`config.mk`:
```
export PLATFORM = sky130hd
export DESIGN_NAME = synth_cal_control_regs
export DESIGN_NICKNAME = d
export VERILOG_FILES = /design/src/verilog/synth_cal_pkg.sv /design/src/verilog/serial_frame_if.sv /design/src/verilog/serial_frame_shifter.sv /design/src/verilog/synth_cal_control_regs.sv
export VERILOG_INCLUDE_DIRS = /design/src /design/src/verilog
export SDC_FILE = /design/constraint.sdc
export NUM_CORES = 1
export LEC_CHECK = 0
export ABC_AREA = 1
export CORE_AREA = 3 3 129 131
export CTS_BUF_LIST = sky130_fd_sc_hd__clkbuf_16
export DETAILED_ROUTE_END_ITERATION = 12
export DIE_AREA = 0 0 132 134
export DONT_BUFFER_PORTS = 1
export SYNTH_ARGS = -nofsm -noshare
export SYNTH_HDL_FRONTEND = slang
export SYNTH_SLANG_ARGS = --single-unit
export TNS_END_PERCENT = 100
```
`constraint.sdc`:
```
create_clock -name i_clock -period 1.31 [get_ports i_clock]
set_input_delay 0 -clock i_clock [delete_from_list [all_inputs] [get_ports i_clock]]
set_output_delay 0 -clock i_clock [all_outputs]
set_load 0.05 [all_outputs]
```
`src/verilog/synth_cal_defines.svh`:
```
// What this block does
// - Control bit 13 enables lock detector; resets to 1
// - Bits 8:7 pick high compare frequency adjustment; default 0
// - Bits 6:5 pick low compare frequency adjustment; default 0
// - Bit 4 set lets amplitude calibration run; clear stops it
// - Every write of 1 to bit 3 starts frequency calibration
// - Bit 2 picks monitor pin: lock status or register readback
// - Writing 1 to bit 1 resets device; bit clears itself
// - Bit 0 powers the whole device down; resets to 0
// - Calibration clock is reference input over two to the exponent
// - Bits 15:8 of register at address 4 hold amplitude calibration settle delay, default 25
// - Amplitude override blocks amplitude calibration, manual value used
`ifndef SYNTH_CAL_DEFINES_SVH
`define SYNTH_CAL_DEFINES_SVH

`define FRAME_BITS 5'h18
`define HEADER_LAST_BIT 5'h07
`define FRAME_LAST_BIT 5'h17
`define FRAME_RW_BIT 23
`define HEADER_RW_BIT 7

`define MAIN_CONTROL_ADDR 7'h00
`define CAL_CLOCK_DIVIDE_ADDR 7'h01
`define FIXED_SETTING_TWO_ADDR 7'h02
`define AMP_CAL_DELAY_ADDR 7'h04
`define FIXED_SETTING_SEVEN_ADDR 7'h07

`define MAIN_CONTROL_RESET 16'h201c
`define CAL_CLOCK_DIVIDE_RESET 16'h0000
`define FIXED_SETTING_TWO_RESET 16'h0000
`define AMP_CAL_DELAY_RESET 16'h1900
`define FIXED_SETTING_SEVEN_RESET 16'h0000

`define BIT_LOCK_DETECT_ENABLE 13
`define FIELD_HIGH_ADJUST 8:7
`define FIELD_LOW_ADJUST 6:5
`define BIT_AMPLITUDE_CAL_ENABLE 4
`define BIT_FREQUENCY_CAL_ENABLE 3
`define BIT_MONITOR_PIN_SELECT 2
`define BIT_SOFT_RESET 1
`define BIT_POWER_DOWN 0
`define FIELD_CAL_EXPONENT 2:0
`define FIELD_SETTLE_DELAY 15:8

`endif

```
`src/verilog/synth_cal_pkg.sv`:
```
package synth_cal_pkg;
    typedef logic [15:0] reg_word_t;
    typedef logic [6:0] reg_addr_t;
    typedef logic [2:0] cal_exponent_t;
endpackage

```
`src/verilog/serial_frame_if.sv`:
```
`timescale 1ns/1ps
`default_nettype none
interface serial_frame_if;
    logic write_strobe;
    logic read_strobe;
    synth_cal_pkg::reg_addr_t address;
    synth_cal_pkg::reg_word_t write_data;
    synth_cal_pkg::reg_word_t read_data;
    logic readback_bit;
    modport shifter (
        output write_strobe, read_strobe, address, write_data, readback_bit,
        input read_data
    );
    modport regs (
        input write_strobe, read_strobe, address, write_data, readback_bit,
        output read_data
    );
endinterface
`default_nettype wire

```
`src/verilog/serial_frame_shifter.sv`:
```
`timescale 1ns/1ps
`default_nettype none
`include "synth_cal_defines.svh"
module serial_frame_shifter (
    input wire logic i_clock,
    input wire logic i_reset_n,
    input wire logic i_serial_clock,
    input wire logic i_serial_data,
    input wire logic i_serial_select_n,
    serial_frame_if.shifter frame
);
    logic serial_clock_q;
    logic [23:0] shift_in;
    logic [4:0] bit_count;
    logic read_frame;
    synth_cal_pkg::reg_addr_t address;
    synth_cal_pkg::reg_word_t shift_out;
    logic write_strobe;
    logic read_strobe;

    wire rise = i_serial_clock && !serial_clock_q && !i_serial_select_n;
    wire [23:0] next_shift_in = {shift_in[22:0], i_serial_data};
    wire header_done = rise && (bit_count == `HEADER_LAST_BIT);
    wire frame_done = rise && (bit_count == `FRAME_LAST_BIT);
    // Readback shifts after each data rise so the host sees the MSB first
    wire data_phase = rise && read_frame && (bit_count > `HEADER_LAST_BIT);

    always_ff @(posedge i_clock) begin
        if (!i_reset_n) begin
            serial_clock_q <= 1'b0;
            shift_in <= 24'h000000;
            bit_count <= 5'h00;
            read_frame <= 1'b0;
            address <= 7'h00;
            shift_out <= 16'h0000;
            write_strobe <= 1'b0;
            read_strobe <= 1'b0;
        end else begin
            serial_clock_q <= i_serial_clock;
            write_strobe <= frame_done && !next_shift_in[`FRAME_RW_BIT];
            read_strobe <= header_done && next_shift_in[`HEADER_RW_BIT];
            if (i_serial_select_n) begin
                bit_count <= 5'h00;
            end else if (rise) begin
                shift_in <= next_shift_in;
                bit_count <= frame_done ? 5'h00 : bit_count + 5'h01;
            end
            if (header_done) begin
                address <= next_shift_in[6:0];
                read_frame <= next_shift_in[`HEADER_RW_BIT];
            end
            if (read_strobe) begin
                shift_out <= frame.read_data;
            end else if (data_phase) begin
                shift_out <= {shift_out[14:0], 1'b0};
            end
        end
    end

    assign frame.write_strobe = write_strobe;
    assign frame.read_strobe = read_strobe;
    assign frame.address = address;
    assign frame.write_data = shift_in[15:0];
    assign frame.readback_bit = shift_out[15];
endmodule
`default_nettype wire

```
`src/verilog/synth_cal_control_regs.sv`:
```
`timescale 1ns/1ps
`default_nettype none
`include "synth_cal_defines.svh"
module synth_cal_control_regs (
    input wire logic i_clock,
    input wire logic i_reset_n,
    input wire logic i_serial_clock,
    input wire logic i_serial_data,
    input wire logic i_serial_select_n,
    input wire logic i_reference_input,
    input wire logic i_lock_status,
    input wire logic i_amplitude_override,
    input wire logic [9:0] i_amplitude_manual_value,
    output logic o_monitor_pin,
    output logic o_lock_detect_enable,
    output logic [1:0] o_freqcal_high_compare_adjust,
    output logic [1:0] o_freqcal_low_compare_adjust,
    output logic o_amplitude_cal_run,
    output logic [9:0] o_amplitude_drive_value,
    output logic o_frequency_cal_enable,
    output logic o_freqcal_start,
    output logic o_device_reset,
    output logic o_power_down,
    output logic o_cal_clock,
    output logic [7:0] o_amplitude_cal_settle_delay
);
    serial_frame_if frame ();

    serial_frame_shifter shifter (
        .i_clock(i_clock),
        .i_reset_n(i_reset_n),
        .i_serial_clock(i_serial_clock),
        .i_serial_data(i_serial_data),
        .i_serial_select_n(i_serial_select_n),
        .frame(frame.shifter)
    );

    function automatic logic hits(input synth_cal_pkg::reg_addr_t addr,
                                  input synth_cal_pkg::reg_addr_t target);
        hits = (addr == target);
    endfunction

    synth_cal_pkg::reg_word_t main_control;
    synth_cal_pkg::reg_word_t cal_clock_divide;
    synth_cal_pkg::reg_word_t fixed_setting_two;
    synth_cal_pkg::reg_word_t amp_cal_delay;
    synth_cal_pkg::reg_word_t fixed_setting_seven;
    logic reference_q;
    logic [6:0] reference_count;

    wire [6:0] addr = frame.address;
    wire [15:0] data = frame.write_data;
    wire wr_main = frame.write_strobe && hits(addr, `MAIN_CONTROL_ADDR);
    wire wr_divide = frame.write_strobe && hits(addr, `CAL_CLOCK_DIVIDE_ADDR);
    wire wr_two = frame.write_strobe && hits(addr, `FIXED_SETTING_TWO_ADDR);
    wire wr_delay = frame.write_strobe && hits(addr, `AMP_CAL_DELAY_ADDR);
    wire wr_seven = frame.write_strobe
        && hits(addr, `FIXED_SETTING_SEVEN_ADDR);
    wire soft_reset_hit = wr_main && data[`BIT_SOFT_RESET];
    wire freqcal_trigger = (wr_main && data[`BIT_FREQUENCY_CAL_ENABLE])
        || soft_reset_hit;
    wire [2:0] exponent = cal_clock_divide[`FIELD_CAL_EXPONENT];
    wire reference_rise = i_reference_input && !reference_q;
    wire next_cal_clock = (exponent == 3'h0) ? reference_q
        : reference_count[3'(exponent - 3'h1)];
    wire acal_allowed = main_control[`BIT_AMPLITUDE_CAL_ENABLE]
        && !i_amplitude_override;
    wire lock_shown = i_lock_status && main_control[`BIT_LOCK_DETECT_ENABLE];
    wire next_monitor = main_control[`BIT_MONITOR_PIN_SELECT] ? lock_shown
        : frame.readback_bit;

    // Unmapped addresses read back as zero
    assign frame.read_data =
        hits(addr, `MAIN_CONTROL_ADDR) ? main_control :
        hits(addr, `CAL_CLOCK_DIVIDE_ADDR) ? cal_clock_divide :
        hits(addr, `FIXED_SETTING_TWO_ADDR) ? fixed_setting_two :
        hits(addr, `AMP_CAL_DELAY_ADDR) ? amp_cal_delay :
        hits(addr, `FIXED_SETTING_SEVEN_ADDR) ? fixed_setting_seven :
        16'h0000;

    // Soft reset is taken as a whole-group reset, so the same frame's
    // other bits are discarded
    always_ff @(posedge i_clock) begin
        if (!i_reset_n || soft_reset_hit) begin
            main_control <= `MAIN_CONTROL_RESET;
            cal_clock_divide <= `CAL_CLOCK_DIVIDE_RESET;
            fixed_setting_two <= `FIXED_SETTING_TWO_RESET;
            amp_cal_delay <= `AMP_CAL_DELAY_RESET;
            fixed_setting_seven <= `FIXED_SETTING_SEVEN_RESET;
        end else begin
            if (wr_main) begin
                main_control <= data;
            end
            if (wr_divide) begin
                cal_clock_divide <= data;
            end
            if (wr_two) begin
                fixed_setting_two <= data;
            end
            if (wr_delay) begin
                amp_cal_delay <= data;
            end
            if (wr_seven) begin
                fixed_setting_seven <= data;
            end
        end
    end

    always_ff @(posedge i_clock) begin
        if (!i_reset_n) begin
            reference_q <= 1'b0;
            reference_count <= 7'h00;
            o_cal_clock <= 1'b0;
        end else begin
            reference_q <= i_reference_input;
            if (reference_rise) begin
                reference_count <= reference_count + 7'h01;
            end
            o_cal_clock <= next_cal_clock;
        end
    end

    always_ff @(posedge i_clock) begin
        if (!i_reset_n) begin
            o_monitor_pin <= 1'b0;
            o_lock_detect_enable <= 1'b0;
            o_freqcal_high_compare_adjust <= 2'h0;
            o_freqcal_low_compare_adjust <= 2'h0;
            o_amplitude_cal_run <= 1'b0;
            o_amplitude_drive_value <= 10'h000;
            o_frequency_cal_enable <= 1'b0;
            o_freqcal_start <= 1'b0;
            o_device_reset <= 1'b0;
            o_power_down <= 1'b0;
            o_amplitude_cal_settle_delay <= 8'h00;
        end else begin
            o_monitor_pin <= next_monitor;
            o_lock_detect_enable <= main_control[`BIT_LOCK_DETECT_ENABLE];
            o_freqcal_high_compare_adjust <= main_control[`FIELD_HIGH_ADJUST];
            o_freqcal_low_compare_adjust <= main_control[`FIELD_LOW_ADJUST];
            o_amplitude_cal_run <= acal_allowed;
            o_amplitude_drive_value <= i_amplitude_manual_value;
            o_frequency_cal_enable <= main_control[`BIT_FREQUENCY_CAL_ENABLE];
            o_freqcal_start <= freqcal_trigger;
            o_device_reset <= soft_reset_hit;
            o_power_down <= main_control[`BIT_POWER_DOWN];
            o_amplitude_cal_settle_delay <= amp_cal_delay[`FIELD_SETTLE_DELAY];
        end
    end

    a_lock_enable_write: assert property (
        @(posedge i_clock) disable iff (!i_reset_n)
        (wr_main && !data[`BIT_SOFT_RESET])
        |=> ##1 o_lock_detect_enable
            == $past(data[`BIT_LOCK_DETECT_ENABLE], 2))
        else $error("lock detect enable does not follow write");
    a_high_adjust_write: assert property (
        @(posedge i_clock) disable iff (!i_reset_n)
        (wr_main && !data[`BIT_SOFT_RESET])
        |=> ##1 o_freqcal_high_compare_adjust
            == $past(data[`FIELD_HIGH_ADJUST], 2))
        else $error("high adjust does not follow write");
    a_low_adjust_write: assert property (
        @(posedge i_clock) disable iff (!i_reset_n)
        (wr_main && !data[`BIT_SOFT_RESET])
        |=> ##1 o_freqcal_low_compare_adjust
            == $past(data[`FIELD_LOW_ADJUST], 2))
        else $error("low adjust does not follow write");
    a_acal_disabled: assert property (
        @(posedge i_clock) disable iff (!i_reset_n)
        !main_control[`BIT_AMPLITUDE_CAL_ENABLE] |=> !o_amplitude_cal_run)
        else $error("amplitude calibration runs while disabled");
    a_freqcal_start_pulse: assert property (
        @(posedge i_clock) disable iff (!i_reset_n)
        (wr_main && data[`BIT_FREQUENCY_CAL_ENABLE])
        |=> o_freqcal_start ##1 !o_freqcal_start)
        else $error("frequency calibration start missing");
    a_monitor_lock_show: assert property (
        @(posedge i_clock) disable iff (!i_reset_n)
        (main_control[`BIT_MONITOR_PIN_SELECT]
            && main_control[`BIT_LOCK_DETECT_ENABLE])
        |=> o_monitor_pin == $past(i_lock_status))
        else $error("monitor pin does not show lock");
    a_soft_reset_self: assert property (
        @(posedge i_clock) disable iff (!i_reset_n) soft_reset_hit
        |=> main_control == `MAIN_CONTROL_RESET && o_device_reset
        ##1 !o_device_reset)
        else $error("soft reset does not restore or self clear");
    a_power_down_write: assert property (
        @(posedge i_clock) disable iff (!i_reset_n)
        (wr_main && !data[`BIT_SOFT_RESET])
        |=> ##1 o_power_down == $past(data[`BIT_POWER_DOWN], 2))
        else $error("power down does not follow write");
    a_cal_clock_undivided: assert property (
        @(posedge i_clock) disable iff (!i_reset_n) (exponent == 3'h0)
        |=> o_cal_clock == $past(reference_q))
        else $error("undivided calibration clock wrong");
    a_settle_delay_out: assert property (
        @(posedge i_clock) disable iff (!i_reset_n) wr_delay
        |=> ##1 o_amplitude_cal_settle_delay
            == $past(data[`FIELD_SETTLE_DELAY], 2))
        else $error("settle delay does not follow write");
    a_override_blocks: assert property (
        @(posedge i_clock) disable iff (!i_reset_n) i_amplitude_override
        |=> !o_amplitude_cal_run)
        else $error("amplitude calibration runs under override");
    a_soft_reset_group: assert property (
        @(posedge i_clock) disable iff (!i_reset_n) soft_reset_hit
        |=> amp_cal_delay == `AMP_CAL_DELAY_RESET
        && cal_clock_divide == `CAL_CLOCK_DIVIDE_RESET
        && o_freqcal_start)
        else $error("soft reset leaves fields or calibration");
endmodule
`default_nettype wire

```
==> results of run 1 <==
## cell usage in the layout, fill, tap and decap left out, types with 37 or more instances in the layout
| master | n |
|---|---|
| sky130_fd_sc_hd__inv_1 | 58 |
| sky130_fd_sc_hd__buf_4 | 51 |
| sky130_fd_sc_hd__nand2_1 | 146 |
| sky130_fd_sc_hd__dlygate4sd3_1 | 47 |
| sky130_fd_sc_hd__a21oi_1 | 48 |
| sky130_fd_sc_hd__a21oi_2 | 68 |
| sky130_fd_sc_hd__dfxtp_1 | 161 |
| sky130_fd_sc_hd__nor2_1 | 67 |
| sky130_fd_sc_hd__buf_6 | 37 |
## flip-flops by register name, summed over array words and instances (netlist names), 7 cells and up
name	count
amp_cal_delay	16
cal_clock_divide	16
fixed_setting_seven	16
fixed_setting_two	16
main_control	16
o_amplitude_cal_settle_delay	8
o_amplitude_drive_value	10
reference_count	7
shifter.frame.address	7
shifter.shift_in	23
shifter.shift_out	16
## worst paths after layout
kind | from | endpoint | slack, ps | depth (start not counted)
max reg2reg | shifter.frame.address[1]$_SDFFE_PN0N_ | amp_cal_delay[1]$_SDFFE_PP0P_ | -230 | 10
min reg2reg | main_control[1]$_SDFFE_PP0N_ | main_control[1]$_SDFFE_PP0N_ | 460 | 2
max | shifter.frame.address[1]$_SDFFE_PN0N_ | amp_cal_delay[1]$_SDFFE_PP0P_ | -230 | 10
min | i_reset_n | shifter.frame.address[2]$_SDFFE_PN0N_ | -330 | 2
## metrics by stage
step	setup WS [ps]	utilization [%]	hold WS, ps
floorplan	-87.53	-	78.49
global placement	-184.9	49.94	81.70
detailed placement	-191.5	49.94	82.13
CTS	-160.5	64.31	-333.7
global route	-301.3	70.15	-344.3
finish	-234.7	70.15	-330.2
## cells by family (layout without fill, tap and decap cells)
family          Yosys count  in the layout  share of synthesized area [%]
buf+inv                 127            293                          8.308
fa+ha+maj                 4              4                         0.7209
flops                   173            173                          49.88
simple gates            393            394                          23.72
xor+xnor                  2              2                         0.2523
compound gates          206            206                          17.12
## routing by layer
| metal | vias to the layer above | track usage [%] | part of all wire (%) |
|---|---|---|---|
| met3 | 74 | 5.551 | 6.7 |
| met4 | 0 | 9.510 | 3.6 |
| li1 | 3287 | - | - |
| met2 | 276 | 40.25 | 49 |
| met1 | 3295 | 31.12 | 41 |
| met5 | - | 0 | 0 |
## power by group
part | switching (mW) | internal [mW] | total, mW
Sequential | 0.233 | 5.33 | 5.57
Clock | 2.27 | 2.65 | 4.92
Combinational | 0.310 | 0.321 | 0.631
## worst register-to-register path, delay by kind of cell (launching register included)
| kind | cells | cell delay, ps |
|---|---|---|
| AND/OR/NAND/NOR | 6 | 670 |
| AO/OA/AOI/OAI | 1 | 30 |
| flip-flops | 1 | 370 |
| buffers and inverters | 3 | 360 |
## repair_timing
| action | CTS | global route |
|---|---|---|
| hold endpoints to repair | 162 | 114 |
| pin swaps | 64 | 75 |
| buffers inserted | 32 | 21 |
| gates resized for setup | 217 | 219 |
| setup endpoints to repair | 109 | 140 |
| hold buffers | 47 | 1 |
| cloned | 12 | 8 |
## cell type report
cell class | instances | area (sq um)
fill | 1143 | 4691
multi-input combinational | 606 | 4121
sequential | 173 | 3488
timing repair buffer | 180 | 2171
clock buffer | 17 | 425.4
inverter | 77 | 360.3
tap | 216 | 270.3
clock inverter | 14 | 133.9
timing repair inverter | 5 | 51.30
==> impl_metrics.py, run 1 <==
metrics = {
    "grt": {
        "grt_overflow_total": 0,
        "antenna_found_initial": 0,
        "grt_start_max_net_pins": 81,
        "track_usage_pct": 24.35,
        "number_of_global_route_vias_before_repair": 6370,
        "grt_first_pass_wirelength_microns": 33740,
    },
    "yosys": {
        "syn-mean-instance-area_sq_um": 7.672,
        "synth_flop_cell": "sky130_fd_sc_hd__dfxtp_1",
        "synth.yosys.seq_area_share_pct": 49.88,
        "syn-num-nets": 927,
        "synth_most_common_cell": "sky130_fd_sc_hd__nand2_1",
        "syn-cell-area_sq_um": 6943,
        "synthTopCellsByCount": "sky130_fd_sc_hd__nand2_1, sky130_fd_sc_hd__dfxtp_1, sky130_fd_sc_hd__a21oi_1, sky130_fd_sc_hd__nor2_1, sky130_fd_sc_hd__inv_1",
        "ys_warn_count": 0,
        "synth-seq-cells": 173,
        "synth.top_cell.area_share_pct": 49.88,
        "netlist-cell-type-count": 36,
        "async_flop_share_pct": 0,
        "synth-edff-count": 0,
        "synth_area_leaders": "sky130_fd_sc_hd__dfxtp_1, sky130_fd_sc_hd__nand2_1, sky130_fd_sc_hd__a21oi_1, sky130_fd_sc_hd__nor2_1, sky130_fd_sc_hd__inv_1",
        "yosysTopAreaCell": "sky130_fd_sc_hd__dfxtp_1",
        "post_synth_inst_count": 905,
    },
    "detailed_routing": {
        "ant_nets": 0,
        "post_drt_via_cell_ratio": 5.382,
        "wl_per_cell_microns": 18.16,
        "num_vias": 6932,
        "firstDrtPassIters": 5,
        "postRouteWirelength_microns": 23400,
        "residual_drc": 0,
        "detailedRoute.firstIterationViolations": 515,
    },
    "clock_tree": {
        "htree_num_levels": 4,
        "cts-root-buf": "sky130_fd_sc_hd__clkbuf_16",
        "max_clock_buf_depth": 2,
        "clkSlewWorstSetupHoldPaths_ps": 70,
        "tritoncts_num_sinks": 173,
        "cts_buffers": 17,
        "tritoncts": "built",
        "insertion_delay_to_the_later_sink_of_the_worst_skew_pair_ps": 440,
    },
    "sta": {
        "fin_tns_setup_ps": -16270,
        "final_max_slew_viol_count": 0,
        "tightestPinTransition_ps": 764.2,
        "timing.final.hold_violations": 109,
        "timing.clock.skew_ps": 12.16,
        "post-route-period-util_pct": 117.9,
        "setup_viol_count_final": 119,
        "maxSlewHeadroom_pct": 48.98,
        "final.setup.worst_slack_ps": -234.7,
        "finalCriticalPeriod_ps": 1545,
        "worst_hold_slack_ps": -330.2,
        "setup_repair_after_global_routing_missed_its_margin": "true",
        "max_freq_ghz": 0.6474,
    },
    "run": {
        "timing.max_cap.violations": 0,
    },
    "critical_path": {
        "timing_worst_setup_path_type": "register to register",
        "path_cells": "nor2_4, nand3_2, nor2_4, nand2_4, inv_4, nand2_8, nand2_8, buf_12, buf_8, a21oi_2",
        "crit_slowest_cell": "sky130_fd_sc_hd__dfxtp_4",
        "worstPathBufferInverterCount": 3,
        "crit_path_start_kind": "register",
        "crit_path_end_kind": "register",
        "worstPathArrival_ps": 1870,
        "worstPathMaxFanout": 7,
        "timing.critical_path.max_delay_family": "simple AND/OR/NAND/NOR gates",
        "required_ps": 1640,
        "slowest_cell_delay_on_critical_path_ps": 370,
    },
    "placement": {
        "place_hpwl_microns": 12540,
        "dpl-instance-area_sq_um": 7848,
        "gpl.final_weighted_congestion": 0.8288,
        "port_buffers": 0,
        "post-place-cells": 1150,
    },
    "run_status": {
        "status": "finished, violations left",
        "failed_checks": "negative hold slack, negative setup slack",
    },
    "layout": {
        "layout.cells.non_filler": 1288,
        "layout_area_overhead_pct": 58.75,
        "final_design_area_no_fill_sq_um": 11020,
        "share_of_final_layout_standard_cells_stronger_than_drive_strength_1_pct": 42.16,
        "insertedDiodeCount": 0,
        "finalNetCount": 1082,
    },
    "floorplan": {
        "top_level_port_count": 48,
        "die_x_microns": 132,
        "dieArea_sq_um": 17690,
        "initial_utilization_pct": 44.19,
        "core_area_sq_um": 15710,
        "core.rowCount": 46,
        "die-height_microns": 134,
    },
    "power_and_ir_drop": {
        "max-vdd-ir-drop_v": 0.0009516,
        "power_per_cell_area_nw_per_um2": 1009,
        "leakage_nw": 4.331,
        "totalPowerFinal_mw": 11.12,
    },
    "hold_path": {
        "timing.hold.worst.class": "input pin to register",
    },
}
No activity file was read; power rests on OpenSTA's default activity.
==> run 2: changes to the inputs <==
--- a/config.mk
+++ b/config.mk
@@ -12,6 +12,7 @@
 export DETAILED_ROUTE_END_ITERATION = 12
 export DIE_AREA = 0 0 132 134
 export DONT_BUFFER_PORTS = 1
+export SKIP_LAST_GASP = 1
 export SYNTH_ARGS = -nofsm -noshare
 export SYNTH_HDL_FRONTEND = slang
 export SYNTH_SLANG_ARGS = --single-unit
==> run 2 against run 1 <==
- the flow still finishes with violations (negative hold slack, negative setup slack)
- utilization shrank 2.5 points
- via count shrank 2.2%
- largest cell class unchanged
- first-iteration DRC count grew 6.6%
- register-to-register slack gained 40 ps
- sequential power is essentially flat
- total power shrank 0.27%
- die area is the same
- non-clock buffer count shrank 1
- cell area shrank 3.5%
==> impl_metrics.py, run 2 (same netlist as run 1, synthesis figures left out) <==
metrics = {
    "grt": {
        "number_of_global_route_vias_before_repair": 6325,
        "grt_first_pass_wirelength_microns": 33500,
        "antenna_found_initial": 0,
        "track_usage_pct": 24.20,
        "grt_overflow_total": 0,
        "grt_start_max_net_pins": 81,
    },
    "sta": {
        "final_max_slew_viol_count": 0,
        "timing.final.hold_violations": 80,
        "worst_hold_slack_ps": -331.0,
        "post-route-period-util_pct": 115.1,
        "timing.clock.skew_ps": 11.81,
        "max_freq_ghz": 0.6629,
        "final.setup.worst_slack_ps": -198.4,
        "setup_viol_count_final": 126,
        "finalCriticalPeriod_ps": 1508,
        "setup_repair_after_global_routing_missed_its_margin": "true",
        "tightestPinTransition_ps": 581.5,
        "maxSlewHeadroom_pct": 61.18,
    },
    "hold_path": {
        "capture_endpoint_of_the_worst_hold_path": "shifter.frame.address[2]$_SDFFE_PN0N_",
        "hold_path_startpoint": "i_reset_n",
        "timing.hold.worst.class": "input pin to register",
        "number_of_cells_on_the_worst_hold_path": 2,
    },
    "floorplan": {
        "top_level_port_count": 48,
        "core.rowCount": 46,
        "dieArea_sq_um": 17690,
        "initial_utilization_pct": 44.19,
        "die_x_microns": 132,
        "die-height_microns": 134,
        "core_area_sq_um": 15710,
    },
    "run_status": {
        "failed_checks": "negative hold slack, negative setup slack",
        "status": "finished, violations left",
    },
    "layout": {
        "share_of_final_layout_standard_cells_stronger_than_drive_strength_1_pct": 36.82,
        "layout_common_cells": "sky130_fd_sc_hd__nand2_1, sky130_fd_sc_hd__dfxtp_1, sky130_fd_sc_hd__nor2_1",
        "final_design_area_no_fill_sq_um": 10630,
        "finalNetCount": 1080,
        "final.fill_count": 1215,
        "register_bank_with_the_most_flops": "shifter.shift_in",
        "final-seq-area_sq_um": 3486,
        "multiInputGateArea_sq_um": 3776,
        "insertedDiodeCount": 0,
        "layout_area_overhead_pct": 53.13,
        "largest_reg_flops": 23,
        "layout_commonest_cell": "sky130_fd_sc_hd__nand2_1",
    },
    "detailed_routing": {
        "post_drt_via_cell_ratio": 5.271,
        "wl_per_cell_microns": 17.43,
        "residual_drc": 0,
        "ant_nets": 0,
        "postRouteWirelength_microns": 22410,
        "num_vias": 6778,
        "detailedRoute.firstIterationViolations": 549,
        "firstDrtPassIters": 5,
    },
    "critical_path": {
        "worstPathArrival_ps": 1870,
        "timing_worst_setup_path_type": "register to register",
        "crit_path_end_kind": "register",
        "critical_path.reg2reg.startpoint": "shifter.frame.address[2]$_SDFFE_PN0N_",
        "timing.reg2reg.setup_slack_ps": -200,
        "crit_path_start_kind": "register",
        "worstPathMaxFanout": 8,
        "rr_worst_depth": 9,
        "r2r_end": "shifter.shift_out[5]$_SDFFE_PN0P_",
        "required_ps": 1670,
    },
    "clock_tree": {
        "insertion_delay_to_the_later_sink_of_the_worst_skew_pair_ps": 440,
        "tritoncts": "built",
        "cts-root-buf": "sky130_fd_sc_hd__clkbuf_16",
        "htree_num_levels": 4,
        "cts_buffers": 17,
        "tritoncts_num_sinks": 173,
        "clkSlewWorstSetupHoldPaths_ps": 70,
        "max_clock_buf_depth": 2,
    },
    "power_and_ir_drop": {
        "power_per_cell_area_nw_per_um2": 1043,
        "max-vdd-ir-drop_v": 0.0009717,
        "leakage_nw": 4.137,
    },
    "placement": {
        "placement.setup.worst_slack_ps": -191.5,
        "place_hpwl_microns": 12540,
        "gpl.final_weighted_congestion": 0.8288,
        "port_buffers": 0,
        "dpl-instance-area_sq_um": 7848,
    },
    "run": {
        "timing.max_cap.violations": 0,
    },
}
-- run 2: cell types whose count changed in the layout (fill, tap and decap cells not counted), moves of 7 or more --
cell,change
sky130_fd_sc_hd__nand2_2,-11
sky130_fd_sc_hd__nand2_4,-15
sky130_fd_sc_hd__a21oi_2,-8
sky130_fd_sc_hd__a21oi_1,+10
sky130_fd_sc_hd__nor2_1,+10
sky130_fd_sc_hd__nand2_1,+27
sky130_fd_sc_hd__nor2_4,-7
-- run 2: worst max-delay path by stage --
stage	start	endpoint	slack, ps	cells after the start
after floorplan	shifter.frame.address[0]$_SDFFE_PN0N_	cal_clock_divide[0]$_SDFFE_PP0P_	-90	9
after global placement	shifter.serial_clock_q$_SDFF_PN0_	shifter.shift_out[5]$_SDFFE_PN0P_	-180	8
after detailed placement	shifter.frame.address[4]$_SDFFE_PN0N_	shifter.shift_out[3]$_SDFFE_PN0P_	-190	9
after CTS	shifter.bit_count[1]$_SDFFE_PP0P_	shifter.shift_out[2]$_SDFFE_PN0P_	-160	8
after global routing	shifter.frame.address[6]$_SDFFE_PN0N_	shifter.shift_out[5]$_SDFFE_PN0P_	-270	11
final	shifter.frame.address[2]$_SDFFE_PN0N_	shifter.shift_out[5]$_SDFFE_PN0P_	-200	9
-- run 2: stage by stage --
stage               cells  hold slack [ps]  power, mW  util, %  setup TNS (ps)
floorplan             905            78.49      5.844        -           -6218
global placement     1150            81.70      5.966    49.94          -10600
detailed placement   1150            82.13      5.968    49.94          -12690
CTS                  1269           -313.6      11.02    63.68          -13980
global route         1286           -344.1      11.42    67.66          -24690
finish               1286           -331.0      11.09    67.66          -15400
-- run 2: repair_timing --
action / in CTS / in global routing
gates resized for setup: 180 / 137
hold buffers: 47 / 1
pin swaps: 61 / 42
endpoints found under the setup margin: 109 / 140
endpoints found under the hold margin: 162 / 81
gates cloned: 12 / 7
setup buffers: 32 / 11
-- run 2: critical path, cell delays in order (launching register included) --
cell and delay, ps:
sky130_fd_sc_hd__dfxtp_2 340, sky130_fd_sc_hd__inv_2 90, sky130_fd_sc_hd__nand2_4 70, sky130_fd_sc_hd__buf_6 120
sky130_fd_sc_hd__nor2_4 160, sky130_fd_sc_hd__buf_6 180, sky130_fd_sc_hd__o211ai_1 100, sky130_fd_sc_hd__nand4_1 160
sky130_fd_sc_hd__nand2_1 70, sky130_fd_sc_hd__a21oi_1 150
-- run 2: area by class of cell --
type                            count  area share (%)
Multi-Input combinational cell    606           35.52
Tap cell                          216           2.542
Clock inverter                     14           1.259
Inverter                           77           3.295
Timing Repair Buffer              179           20.29
Sequential cell                   173           32.79
Timing Repair inverter              4          0.3060
Clock buffer                       17           4.001
-- run 2: where the power goes --
part	leakage (nW)	switching [mW]	internal, mW
Combinational	2.45	0.303	0.345
Sequential	1.41	0.216	5.34
Clock	0.277	2.24	2.65
-- run 2: layer usage --
layer	vias to the layer above	routed length, microns	GRT usage [%]
met5	-	0	0
met4	0	841	10.09
li1	3278	-	-
met2	236	10630	39.48
met3	63	1548	6.002
met1	3201	9390	30.78
==> run 3: changes to the inputs <==
--- a/config.mk
+++ b/config.mk
@@ -6,11 +6,10 @@
 export SDC_FILE = /design/constraint.sdc
 export NUM_CORES = 1
 export LEC_CHECK = 0
-export ABC_AREA = 1
-export CORE_AREA = 3 3 129 131
+export CORE_AREA = 3 3 130 132
 export CTS_BUF_LIST = sky130_fd_sc_hd__clkbuf_16
 export DETAILED_ROUTE_END_ITERATION = 12
-export DIE_AREA = 0 0 132 134
+export DIE_AREA = 0 0 133 135
 export DONT_BUFFER_PORTS = 1
 export SKIP_LAST_GASP = 1
 export SYNTH_ARGS = -nofsm -noshare
==> run 3 against run 2 <==
- the run still ends with negative hold slack, negative setup slack left
- non-clock buffer count down 26
- cell count decreased by 10%
- fmax down 17%
- routed wire length fell by 3.1%
- total power rose by 0.67%
- first-iteration DRC count shrank 17%
- utilization shrank 5.6 points
==> impl_metrics.py, run 3 <==
metrics = {
    "detailed_routing": {
        "postRouteWirelength_microns": 21720,
        "detailedRoute.firstIterationViolations": 453,
        "wl_per_cell_microns": 18.80,
        "num_vias": 6361,
        "firstDrtPassIters": 6,
        "ant_nets": 0,
        "residual_drc": 0,
        "post_drt_via_cell_ratio": 5.507,
    },
    "critical_path": {
        "timing_worst_setup_path_type": "register to register",
        "worstPathArrival_ps": 2140,
        "worstPathMaxFanout": 11,
        "crit_path_start_kind": "register",
        "required_ps": 1640,
        "crit_path_end_kind": "register",
    },
    "yosys": {
        "ys_warn_count": 0,
        "synth.top_cell.area_share_pct": 49.24,
        "synth-seq-cells": 173,
        "synth.yosys.seq_area_share_pct": 49.24,
        "synth_area_leaders": "sky130_fd_sc_hd__dfxtp_1, sky130_fd_sc_hd__nand2_1, sky130_fd_sc_hd__a21oi_1, sky130_fd_sc_hd__mux2i_1, sky130_fd_sc_hd__nor2_1",
        "syn-num-nets": 835,
        "async_flop_share_pct": 0,
        "netlist-cell-type-count": 54,
        "synth_most_common_cell": "sky130_fd_sc_hd__dfxtp_1",
        "syn-cell-area_sq_um": 7033,
        "yosysTopAreaCell": "sky130_fd_sc_hd__dfxtp_1",
        "synth_flop_cell": "sky130_fd_sc_hd__dfxtp_1",
        "synth-edff-count": 0,
        "synthTopCellsByCount": "sky130_fd_sc_hd__dfxtp_1, sky130_fd_sc_hd__nand2_1, sky130_fd_sc_hd__a21oi_1, sky130_fd_sc_hd__nor2_1, sky130_fd_sc_hd__mux2i_1",
        "post_synth_inst_count": 813,
        "syn-mean-instance-area_sq_um": 8.651,
    },
    "placement": {
        "gpl.final_weighted_congestion": 0.9123,
        "port_buffers": 0,
        "place_hpwl_microns": 13490,
    },
    "clock_tree": {
        "insertion_delay_to_the_later_sink_of_the_worst_skew_pair_ps": 430,
        "clkSlewWorstSetupHoldPaths_ps": 60,
        "htree_num_levels": 4,
        "tritoncts_num_sinks": 173,
        "tritoncts": "built",
        "cts-root-buf": "sky130_fd_sc_hd__clkbuf_16",
        "cts_buffers": 17,
        "max_clock_buf_depth": 2,
    },
    "sta": {
        "post-route-period-util_pct": 138.7,
        "max_freq_ghz": 0.5504,
        "finalCriticalPeriod_ps": 1817,
        "timing.final.hold_violations": 81,
        "maxSlewHeadroom_pct": 57.16,
        "tightestPinTransition_ps": 641.7,
        "setup_viol_count_final": 123,
        "timing.clock.skew_ps": 8.055,
        "fin_tns_setup_ps": -46970,
        "worst_hold_slack_ps": -260.0,
        "final_max_slew_viol_count": 0,
        "final.setup.worst_slack_ps": -507.0,
        "setup_repair_after_global_routing_missed_its_margin": "true",
    },
    "grt": {
        "number_of_global_route_vias_before_repair": 6236,
        "grt_start_max_net_pins": 49,
        "track_usage_pct": 23.11,
        "grt_first_pass_wirelength_microns": 32660,
        "antenna_found_initial": 0,
        "grt_overflow_total": 0,
    },
    "layout": {
        "layout_commonest_cell": "sky130_fd_sc_hd__dfxtp_1",
        "finalNetCount": 948,
        "layout_area_overhead_pct": 39.74,
        "layout_common_cells": "sky130_fd_sc_hd__dfxtp_1, sky130_fd_sc_hd__nand2_1, sky130_fd_sc_hd__buf_4",
        "largest_reg_flops": 23,
        "share_of_final_layout_standard_cells_stronger_than_drive_strength_1_pct": 27.58,
        "register_bank_with_the_most_flops": "shifter.shift_in",
        "final_core_util_pct": 62.09,
        "insertedDiodeCount": 0,
    },
    "run_status": {
        "failed_checks": "negative hold slack, negative setup slack",
        "status": "finished, violations left",
    },
    "run": {
        "timing.max_cap.violations": 0,
    },
    "floorplan": {
        "top_level_port_count": 48,
        "die-height_microns": 135,
        "die_x_microns": 133,
        "core_area_sq_um": 15830,
        "dieArea_sq_um": 17960,
        "core.rowCount": 46,
        "initial_utilization_pct": 44.43,
    },
    "hold_path": {
        "timing.hold.worst.class": "input pin to register",
    },
    "power_and_ir_drop": {
        "power_per_cell_area_nw_per_um2": 1136,
        "totalPowerFinal_mw": 11.16,
        "leakage_nw": 3.789,
        "max-vdd-ir-drop_v": 0.001140,
    },
}
[run 3: cell count changes after synthesis, moves of 23 or more]
cell	change
sky130_fd_sc_hd__and2_1	+28
sky130_fd_sc_hd__inv_1	-51
sky130_fd_sc_hd__nand2_1	-51
sky130_fd_sc_hd__nor2_1	-49
sky130_fd_sc_hd__mux2i_1	+46
sky130_fd_sc_hd__o21ai_0	-27
sky130_fd_sc_hd__a21oi_1	-23
[run 3: routing by layer]
metal	vias up	GRT usage, %	part of all wire, %
met5	-	0	0
met4	0	8.256	2.9
met3	40	4.583	5.2
met2	183	39.73	51
met1	3122	28.95	41
li1	3016	-	-
[run 3: cells by family (layout without fill, tap and decap cells)]
kind of cell / count (synthesis) / after routing / synth area share, %
adders and majority gates: 4 / 4 / 0.7116
buffers and inverters: 76 / 202 / 5.070
AOI/OAI and AO/OA: 168 / 168 / 14.02
and+or+nand+nor: 338 / 338 / 23.22
DFF: 173 / 173 / 49.24
muxes: 47 / 47 / 6.867
xor gates and xnor gates: 7 / 7 / 0.8717
[run 3: path summary, 6_finish.rpt]
check                                   startpoint                                    to  slack (ps)  depth (start not counted)
max reg2reg  shifter.frame.address[6]$_SDFFE_PN0N_    fixed_setting_two[15]$_SDFFE_PP0P_        -510                          6
min                                      i_reset_n  shifter.frame.read_strobe$_SDFF_PN0_        -260                          1
min reg2reg    fixed_setting_seven[1]$_SDFFE_PP0P_   fixed_setting_seven[1]$_SDFFE_PP0P_         460                          2
max          shifter.frame.address[6]$_SDFFE_PN0N_    fixed_setting_two[15]$_SDFFE_PP0P_        -510                          6
[run 3: timing repair]
item | in CTS | in global routing
buffers inserted | 5 | 1
cloned | 3 | 7
hold buffers | 47 | 1
hold endpoints to repair | 132 | 106
pin swaps | 12 | 15
endpoints found under the setup margin | 136 | 139
resized for setup | 51 | 92
[run 3: cell type report]
type | instances | area (sq um)
Clock buffer | 17 | 425.4
Timing Repair Buffer | 153 | 1603
Fill cell | 1289 | 6000
Sequential cell | 173 | 3481
Inverter | 17 | 63.81
Multi-Input combinational cell | 564 | 3790
Tap cell | 216 | 270.3
Clock inverter | 15 | 195.2
[run 3: worst max-delay path: stages (launching register included)]
cell and delay, ps:
sky130_fd_sc_hd__dfxtp_2 340, sky130_fd_sc_hd__or4_4 580, sky130_fd_sc_hd__nor4_4 210, sky130_fd_sc_hd__nand2_2 140
sky130_fd_sc_hd__nand2_8 190, sky130_fd_sc_hd__clkbuf_16 200, sky130_fd_sc_hd__nor2_1 50
[run 3: power breakdown]
part	leakage [nW]	internal, mW	switching (mW)	total (mW)
clock	0.295	3.19	2.13	5.32
sequential	1.40	5.29	0.131	5.43
combinational	2.09	0.220	0.199	0.419
total	3.79	8.70	2.46	11.2
[run 3: per-stage QoR]
step / area (sq um) / cells / worst slack [ps]
final: 9828 / 1155 / -507.0
after global routing: 9828 / 1155 / -563.6
after CTS: 9309 / 1147 / -459.0
after detailed placement: 7926 / 1061 / -475.2
after global placement: 7926 / 1061 / -488.6
after floorplan: 7146 / 813 / -446.4
